===== src/pacr_pkg.sv =====
// Constants and carrier types for the synthesizer analog, charge-pump and
// calibration configuration bank. Assumes a single 40 MHz clock domain.
// Operation
// - Cleared pin enable stops driving the lock/serial output pin completely.
// - Pin enable and general-output bit 7 set: pin driven continuously.
// - Pin enable set, bit 7 clear: serial driver off unless address is 000.
// - Bias enable switches buffer/prescaler bias, only with external oscillator selected.
// - Output level bit: clear selects 1.8 V, set selects 3.3 V level.
// - Down gain field sets down current, 20 uA per code, reset 100.
// - Up gain field sets up current, 20 uA per code, reset 100.
// - Offset magnitude sets offset current, 5 uA per code, reset 81.
// - Separate bits enable up and down offset; reset has only down on.
// - High-gain bit adds 3 mA; only with external oscillator, active filter; the bit is passed to pump_o without gating by ext_osc_sel_i.
// - Resolution code 0-7 selects 1,2,4,8,32,64,128,256 reference cycles; reset 6.
// - Calibration disable bit clear keeps self-calibration on; set suppresses it.
// - Clock select divides reference by 1,4,16,32; reset 1; at most 50 MHz.
// - Auto-relock set: exactly one relock try after lock failure; clear: none.
package pacr_pkg;
    localparam int ADDR_W = 4;
    localparam int DATA_W = 24;
    localparam logic [3:0] OFS_ANALOG = 4'h8;
    localparam logic [3:0] OFS_PUMP = 4'h9;
    localparam logic [3:0] OFS_CAL = 4'ha;
    localparam logic [23:0] RST_ANALOG = 24'h01bfff;
    localparam logic [23:0] RST_PUMP = 24'h547264;
    localparam logic [23:0] RST_CAL = 24'h002046;
    // Field positions
    localparam int POS_PIN_EN = 5;
    localparam int POS_BIAS_EN = 10;
    localparam int POS_HF_REF = 21;
    localparam int POS_LEVEL = 22;
    localparam int POS_DN_GAIN = 0;
    localparam int POS_UP_GAIN = 7;
    localparam int POS_OFS_MAG = 14;
    localparam int POS_OFS_UP = 21;
    localparam int POS_OFS_DN = 22;
    localparam int POS_HIGH_GAIN = 23;
    localparam int POS_RES = 0;
    localparam int POS_CAL_DIS = 11;
    localparam int POS_CLK_SEL = 13;
    localparam int POS_RELOCK = 17;
    localparam int GENERAL_OUT_BIT = 7;
    localparam logic [2:0] SHARED_ADDR = 3'h0;

    typedef struct packed {
        logic [6:0] down_gain;
        logic [6:0] up_gain;
        logic [6:0] offset_mag;
        logic offset_up;
        logic offset_dn;
        logic high_gain;
    } pacr_pump_t;

    typedef enum logic [2:0] {
        CAL_IDLE = 3'b001,
        CAL_RELOCK = 3'b010,
        CAL_SPENT = 3'b100
    } pacr_relock_t;

    typedef struct packed {
        logic [23:0] analog_enable_config;
        logic [23:0] charge_pump_config;
        logic [23:0] vco_calibration_config;
        logic [23:0] rdata;
        pacr_relock_t relock;
        logic [8:0] meas_cycles;
        logic [5:0] cal_div;
        logic pin_oe;
        logic serial_out_driver;
        logic digital_3v_level;
        logic bias_en;
        logic cal_en;
        logic relock_req;
        pacr_pump_t pump;
    } pacr_state_t;
endpackage


===== src/pacr_regs.sv =====
// Configuration bank: three 24-bit registers with decoded analog controls.
// Assumes a plain strobe bus synchronous to clk_i; read data one cycle later.
`timescale 1ns/100ps
module pacr_regs #(
    parameter int ADDR_W = pacr_pkg::ADDR_W
) (
    input wire logic clk_i,
    input wire logic rst_i,
    input wire logic [ADDR_W-1:0] addr_i,
    input wire logic [23:0] wdata_i,
    input wire logic wr_i,
    input wire logic rd_i,
    output logic [23:0] rdata_o,
    input wire logic [7:0] general_output_register_i,
    input wire logic [2:0] chip_addr_i,
    input wire logic ext_osc_sel_i,
    input wire logic lock_fail_i,
    output logic lock_serial_out_pin_oe_o,
    output logic serial_out_driver_o,
    output logic digital_3v_level_o,
    output logic high_freq_ref_o,
    output logic bias_en_o,
    output pacr_pkg::pacr_pump_t pump_o,
    output logic [8:0] meas_cycles_o,
    output logic [5:0] cal_clk_div_o,
    output logic cal_en_o,
    output logic relock_req_o
);
    pacr_pkg::pacr_state_t s_reg;
    pacr_pkg::pacr_state_t s_next;
    logic [23:0] a_v;
    logic [23:0] p_v;
    logic [23:0] c_v;

    always_comb begin
        s_next = s_reg;
        s_next.relock_req = 1'b0;
        if (wr_i && addr_i == ADDR_W'(pacr_pkg::OFS_ANALOG)) begin
            s_next.analog_enable_config = wdata_i;
        end
        if (wr_i && addr_i == ADDR_W'(pacr_pkg::OFS_PUMP)) begin
            s_next.charge_pump_config = wdata_i;
        end
        if (wr_i && addr_i == ADDR_W'(pacr_pkg::OFS_CAL)) begin
            s_next.vco_calibration_config = wdata_i;
        end
        s_next.rdata = 24'h000000;
        if (rd_i) begin
            unique case (addr_i)
                ADDR_W'(pacr_pkg::OFS_ANALOG): s_next.rdata = s_reg.analog_enable_config;
                ADDR_W'(pacr_pkg::OFS_PUMP): s_next.rdata = s_reg.charge_pump_config;
                ADDR_W'(pacr_pkg::OFS_CAL): s_next.rdata = s_reg.vco_calibration_config;
                default: s_next.rdata = 24'h000000;
            endcase
        end
        a_v = s_next.analog_enable_config;
        p_v = s_next.charge_pump_config;
        c_v = s_next.vco_calibration_config;
        s_next.pin_oe = 1'b0;
        s_next.serial_out_driver = 1'b0;
        if (a_v[pacr_pkg::POS_PIN_EN]) begin
            if (general_output_register_i[pacr_pkg::GENERAL_OUT_BIT]) begin
                s_next.pin_oe = 1'b1;
            end else begin
                s_next.serial_out_driver = (chip_addr_i == pacr_pkg::SHARED_ADDR);
                s_next.pin_oe = s_next.serial_out_driver;
            end
        end
        s_next.digital_3v_level = a_v[pacr_pkg::POS_LEVEL];
        s_next.bias_en = a_v[pacr_pkg::POS_BIAS_EN] && ext_osc_sel_i;
        s_next.pump.down_gain = p_v[pacr_pkg::POS_DN_GAIN +: 7];
        s_next.pump.up_gain = p_v[pacr_pkg::POS_UP_GAIN +: 7];
        s_next.pump.offset_mag = p_v[pacr_pkg::POS_OFS_MAG +: 7];
        s_next.pump.offset_up = p_v[pacr_pkg::POS_OFS_UP];
        s_next.pump.offset_dn = p_v[pacr_pkg::POS_OFS_DN];
        s_next.pump.high_gain = p_v[pacr_pkg::POS_HIGH_GAIN];
        unique case (c_v[pacr_pkg::POS_RES +: 3])
            3'h0: s_next.meas_cycles = 9'h001;
            3'h1: s_next.meas_cycles = 9'h002;
            3'h2: s_next.meas_cycles = 9'h004;
            3'h3: s_next.meas_cycles = 9'h008;
            3'h4: s_next.meas_cycles = 9'h020;
            3'h5: s_next.meas_cycles = 9'h040;
            3'h6: s_next.meas_cycles = 9'h080;
            3'h7: s_next.meas_cycles = 9'h100;
        endcase
        unique case (c_v[pacr_pkg::POS_CLK_SEL +: 2])
            2'h0: s_next.cal_div = 6'h01;
            2'h1: s_next.cal_div = 6'h04;
            2'h2: s_next.cal_div = 6'h10;
            2'h3: s_next.cal_div = 6'h20;
        endcase
        s_next.cal_en = !c_v[pacr_pkg::POS_CAL_DIS];
        // single relock attempt; re-armed when lock failure clears
        unique case (s_reg.relock)
            pacr_pkg::CAL_IDLE: begin
                if (lock_fail_i && c_v[pacr_pkg::POS_RELOCK]) begin
                    s_next.relock = pacr_pkg::CAL_RELOCK;
                    s_next.relock_req = 1'b1;
                end
            end
            pacr_pkg::CAL_RELOCK: begin
                s_next.relock = pacr_pkg::CAL_SPENT;
            end
            pacr_pkg::CAL_SPENT: begin
                if (!lock_fail_i) begin
                    s_next.relock = pacr_pkg::CAL_IDLE;
                end
            end
            default: s_next.relock = pacr_pkg::CAL_IDLE;
        endcase
    end

    always_ff @(posedge clk_i or posedge rst_i) begin
        if (rst_i) begin
            s_reg <= '0;
            s_reg.analog_enable_config <= pacr_pkg::RST_ANALOG;
            s_reg.charge_pump_config <= pacr_pkg::RST_PUMP;
            s_reg.vco_calibration_config <= pacr_pkg::RST_CAL;
            s_reg.relock <= pacr_pkg::CAL_IDLE;
            s_reg.pump <= '{7'h64, 7'h64, 7'h51, 1'b0, 1'b1, 1'b0};
            s_reg.meas_cycles <= 9'h080;
            s_reg.cal_div <= 6'h04;
            s_reg.cal_en <= 1'b1;
        end else begin
            s_reg <= s_next;
        end
    end

    assign rdata_o = s_reg.rdata;
    assign lock_serial_out_pin_oe_o = s_reg.pin_oe;
    assign serial_out_driver_o = s_reg.serial_out_driver;
    assign digital_3v_level_o = s_reg.digital_3v_level;
    assign high_freq_ref_o = s_reg.analog_enable_config[pacr_pkg::POS_HF_REF];
    assign bias_en_o = s_reg.bias_en;
    assign pump_o = s_reg.pump;
    assign meas_cycles_o = s_reg.meas_cycles;
    assign cal_clk_div_o = s_reg.cal_div;
    assign cal_en_o = s_reg.cal_en;
    assign relock_req_o = s_reg.relock_req;
endmodule


===== config.mk =====
export PLATFORM = sky130hd
export DESIGN_NAME = pacr_regs
export DESIGN_NICKNAME = d
export VERILOG_FILES = /design/src/pacr_pkg.sv /design/src/pacr_regs.sv
export SDC_FILE = /design/constraint.sdc
export NUM_CORES = 1
export LEC_CHECK = 0
export BUFFER_PORTS_ARGS = -buffer_cell sky130_fd_sc_hd__buf_2
export CAP_MARGIN = 20
export CORE_ASPECT_RATIO = 1.1
export CORE_MARGIN = 8
export CORE_UTILIZATION = 40
export CTS_CLUSTER_SIZE = 20
export DETAILED_ROUTE_END_ITERATION = 12
export HOLD_SLACK_MARGIN = 0.1
export PLACE_DENSITY_LB_ADDON = 0.05
export REMOVE_ABC_BUFFERS = 1
export SLEW_MARGIN = 0
export SYNTH_ARGS = -nofsm -noshare
export SYNTH_HDL_FRONTEND = slang
export SYNTH_SLANG_ARGS = --single-unit

===== constraint.sdc =====
create_clock -name clk_i -period 3.9 [get_ports clk_i]
set_input_delay 0.585 -clock clk_i [delete_from_list [all_inputs] [get_ports clk_i]]
set_output_delay 0.585 -clock clk_i [all_outputs]
set_load 0.01 [all_outputs]

======== Word-level counts from Yosys, hierarchy flattened ========
Memory sizes are Yosys's and may differ from the RTL's. A register that Yosys moved wholly into a read port is not among the register bits.
Index checks and enable logic that the tools add are counted.
operators by class
  equal/unequal tests ..................... 11
  multiplexer cells ....................... 14
  reductions and logical operators ........ 9
operators by type and width
  kind                                                                   count
  24-bit one-hot mux with 3 select lines                                 1
  24-bit 2-to-1 mux                                                      2
  6-bit one-hot mux with 4 select lines                                  1
  23-bit 2-to-1 mux                                                      1
  18-bit 2-to-1 mux                                                      1
  4-bit equality test, second input constant                             3
  3-bit one-hot mux with 3 select lines                                  1
  3-bit 2-to-1 mux                                                       2
  1-bit logical AND                                                      5
  2-bit equality test, second input constant                             2
  1-bit 2-to-1 mux                                                       4
  2-bit != test, second input constant                                   2
  3-bit by 1-bit equality test with 1-bit output, second input constant  1
  3-bit by 2-bit equality test with 1-bit output, second input constant  1
  3-bit equality test, second input constant                             1
  3-bit zero test                                                        1
  2-bit by 1-bit equality test with 1-bit output, second input constant  1
  2-bit zero test                                                        1
  2-bit 2-to-1 mux                                                       1
  2-bit AND reduction                                                    1
  1-bit zero test                                                        1
storage, ports and cells
  memories kept ........................... 1
  bits in read-only memories .............. 64
  word-level logic and storage cells ...... 56
  bits in registers ....................... 144
  output and inout port bits .............. 70
memory list
  memory           depth  width  rd ports  clocked after Yosys merged registers in  wr ports  RTL line         text
  (no name shown)  8      8      1         1                                        0         pacr_regs.sv:77  unique case (c_v[pacr_pkg::POS_RES +: 3])

======== Depth between registers and ports, before layout ========
  word-level depth ........................ 6
  gate-level depth with buffers ........... 7
  mapped depth without buffers ............ 5

======== Least setup slack after synthesis ========
OpenSTA, ideal clock, no wires.
  kind .................................... input -> register
  start ................................... input port addr_i[2]
  end ..................................... register s_reg, in the netlist high_freq_ref_o
  setup slack ............................. 2,142 ps
  arrival ................................. 1,631 ps
  stages .................................. 4
  path buffers ............................ 1
  library setup time ...................... 128 ps
  cells stage by stage .................... nor4b_4 -> nand2_2 -> buf_2 -> mux2_1
between the ends
  longest elaborated chain between the ends .. 2
ends and longest elaborated chain
  item                    RTL line          text
  start: declaration      pacr_regs.sv:9    input wire logic [ADDR_W-1:0] addr_i,
  4-bit equality test     pacr_regs.sv:38   if (wr_i && addr_i == ADDR_W'(pacr_pkg::OFS_ANALOG)) begin
  1-bit logical AND       pacr_regs.sv:38
  end signal: assignment  pacr_regs.sv:126  s_reg <= s_next;
  end: declaration        pacr_regs.sv:29   pacr_pkg::pacr_state_t s_reg;
Every way passes these cells.
A chain may end at the register's enable or synchronous reset.

==> metrics.md <==
| Metric | Value |
|---|---|
| Pin count of the biggest net entering global routing | `52` |
| Clock Pin Slew Worst Setup and Hold Paths | `0.05 ns` |
| Tot Pwr | `3.43 mW` |
| CP arrival | `2.49 ns` |
| Die width | `122 µm` |
| Met1 global-route usage | `0.164` |
| Share of cells above drive strength 1 | `0.546` |
| Clk_lat worst skew | `0.40 ns` |
| PD cells | `603 nW/µm²` |
| GPL Wtd Cong | `0.699` |
| CORE AREA | `12100 µm²` |
| Initial core utilization | `0.410` |
| Port buffer count | `104` |
| Syn avg cell area | `13.8 µm²` |
| Root Buffer Master | `clkbuf_16` |
| WL/cell | `18.9 µm` |
| Startpoint types | `primary input` |
| Worst-case reg-to-reg path depth | `2` |
| #FFs+latches synth | `116` |
| # hold bufs at CTS | `0` |
| Initial antenna violation count | `0` |
| Status | `finished, final reports clean` |
| VDD IR max | `0.000288 V` |
| Start point of the critical path | `addr_i[2]` |
| Synth cell types | `31` |
| R2r endpoint | `meas_cycles_o[8]$_DFF_PP0_` |
| Seq/Total Area, Yosys | `0.594` |
| Met2 usage | `0.223` |
| Final setup margin | `1.70 ns` |
| DRC | `0` |
| Post-DP HPWL | `6.67 mm` |
| Max FFs per register | `56` |
| Worst EP required | `4.19 ns` |
| Clock buffer depth | `2` |
| Via density | `5.05` |
| Busiest grt layer | `met2` |
| Met3 Use GR | `0.0587` |
| # fillers | `1133` |
| Placement Rows | `42` |
| Min Tclk post-route | `2.20 ns` |
| Post-CTS Setup Bufs | `0` |
| Min-Delay Path Class | `primary input to asynchronous set/reset pin` |
| Mapped Cells | `358` |
| Worst R2R Setup Slack | `2.91 ns` |
| GRT Util Overall | `0.140` |
| DR pass1 iterations | `6` |
| Slew Limit Fails | `0` |
| Clock tree sinks | `116` |
| TritonCTS clock tree | `built` |
| CP Max Fanout | `25` |
| Vias in the first global route | `3300` |
| Clock buffer count from CTS | `17` |
| Setup violators final | `0` |
| FF-to-FF Start | `s_reg[74]$_DFF_PP1_` |
| Area grow syn2layout | `14.9%` |
| Antenna diodes | `0` |
| H-tree levels | `4` |
| Layout Skew | `0.00696 ns` |
| Worst slack at placement | `1.25 ns` |
| PostCTS Resize Cnt | `0` |
| CP endpoint | `bias_en_o$_DFF_PP0_` |
| Total die area | `16200 µm²` |
| Final ANT Viol Nets | `0` |
| Fin crit share | `0.565` |
| TNS Setup | `0 ns` |
| Post-Syn Area | `4960 µm²` |
| Max-cap violations | `0` |
| Grt ovf | `0` |
| IO Pins | `115` |
| Final wirelength | `10.9 mm` |
| First-pass GRT wire length | `17.4 mm` |
| Worst-Margin Slew | `0.744 ns` |
| CP endpoint kind | `register` |
| RSZ-0062 raised after global routing | `no` |
| Kind of critical path | `primary input to register` |
| Synth Warn # | `0` |
| Post-layout nets | `455` |
| Via Count | `2911` |
| First DRT Iteration DRCs | `212` |
| Die Y | `133 µm` |
| P_leak | `2.73 nW` |
| Worst hold slack | `0.296 ns` |
| Slew Limit Headroom | `0.502` |
| Max Clk Rate | `0.454 GHz` |
| Final Hold Viols | `0` |
worst max-delay path: stages:
cell,delay [ns]
buf_2,0.13
nor4b_4,0.26
buf_4,0.38
nand2_2,0.51
mux2_2,0.46
and2_1,0.15
cells in the mapped netlist, drive strengths merged:
cell type | count | share of area
dfrtp | 82 | 0.41
a21oi | 1 | 0.0010
nand4b | 1 | 0.0018
and4bb | 2 | 0.0050
and2 | 1 | 0.0013
o2111a | 2 | 0.0045
conb | 1 | 0.00076
or3 | 1 | 0.0013
buf | 71 | 0.11
a222oi | 24 | 0.048
mux2i | 8 | 0.029
mux2 | 64 | 0.15
a21boi | 1 | 0.0015
nor2 | 30 | 0.023
dfstp | 34 | 0.18
nor3 | 9 | 0.0091
and3 | 1 | 0.0013
or2 | 1 | 0.0013
inv | 10 | 0.0076
nor4b | 1 | 0.0048
clkbuf | 8 | 0.0061
nand2 | 4 | 0.0056
nor2b | 1 | 0.0013
how the worst min path moves through the flow:
stage | cells past startpoint | endpoint | slack (ns) | from
after floorplan | 1 | cal_en_o$_DFF_PP1_ | 0.41 | s_reg[83]$_DFF_PP0_
after global placement | 1 | cal_en_o$_DFF_PP1_ | 0.43 | s_reg[83]$_DFF_PP0_
after detailed placement | 1 | cal_en_o$_DFF_PP1_ | 0.44 | s_reg[83]$_DFF_PP0_
after CTS | 2 | rdata_o[6]$_DFF_PP0_ | 0.30 | rst_i
after global routing | 2 | cal_clk_div_o[0]$_DFF_PP0_ | 0.34 | rst_i
final | 2 | cal_clk_div_o[4]$_DFF_PP0_ | 0.30 | rst_i
routing by layer:
layer	routed length (µm)	vias to the layer above	share of wire
met5	0	-	0
met4	84	0	0.0077
met3	1020	8	0.093
met2	5240	108	0.48
met1	4580	1476	0.42
li1	-	1319	-
cell families (layout without fill, tap and decap cells):
| group | after synthesis | count (layout) | synth area share |
|---|---|---|---|
| AND/OR/NAND/NOR | 52 | 52 | 0.0553 |
| AO/OA/AOI/OAI | 28 | 28 | 0.0555 |
| multiplexers | 72 | 72 | 0.174 |
| buffers and inverters | 89 | 152 | 0.120 |
| other | 1 | 3 | 0.000757 |
| flip-flops | 116 | 116 | 0.594 |
cell type report:
type | instances | area, µm² | share of cell area
clock buffers | 27 | 503 | 0.0883
clock inverters | 5 | 25.0 | 0.00439
inverters | 10 | 40.0 | 0.00703
multi-input cells | 155 | 1420 | 0.250
flip-flops and latches | 116 | 2950 | 0.517
well taps | 154 | 193 | 0.0338
repair buffers | 110 | 566 | 0.0993
cells in the final DEF, fill, tap and decap left out, types with 5 or more instances in the layout:
cell,n
clkbuf_16,17
clkbuf_1,6
inv_2,5
mux2_2,44
mux2i_4,5
buf_4,6
a222oi_1,24
clkinv_2,5
buf_2,104
nor3_1,9
nor2_1,30
dfstp_2,34
mux2_1,20
dfrtp_1,82
where the power goes:
part           switching [mW]  internal, mW  total, mW
logic                   0.239         0.233      0.472
registers               0.120          1.47       1.59
clock network           0.493         0.872       1.37
total                   0.852          2.58       3.43
through the flow:
| stage | instance area [µm²] | util | std cells |
|---|---|---|---|
| 2_1_floorplan | 4410 | - | 281 |
| 3_3_place_gp | 5170 | 0.428 | 545 |
| 3_5_place_dp | 5170 | 0.428 | 545 |
| 4_1_cts | 5700 | 0.471 | 577 |
| 5_1_grt | 5700 | 0.471 | 577 |
| 6_report | 5700 | 0.471 | 577 |
Power figures use the tool's default switching activity.
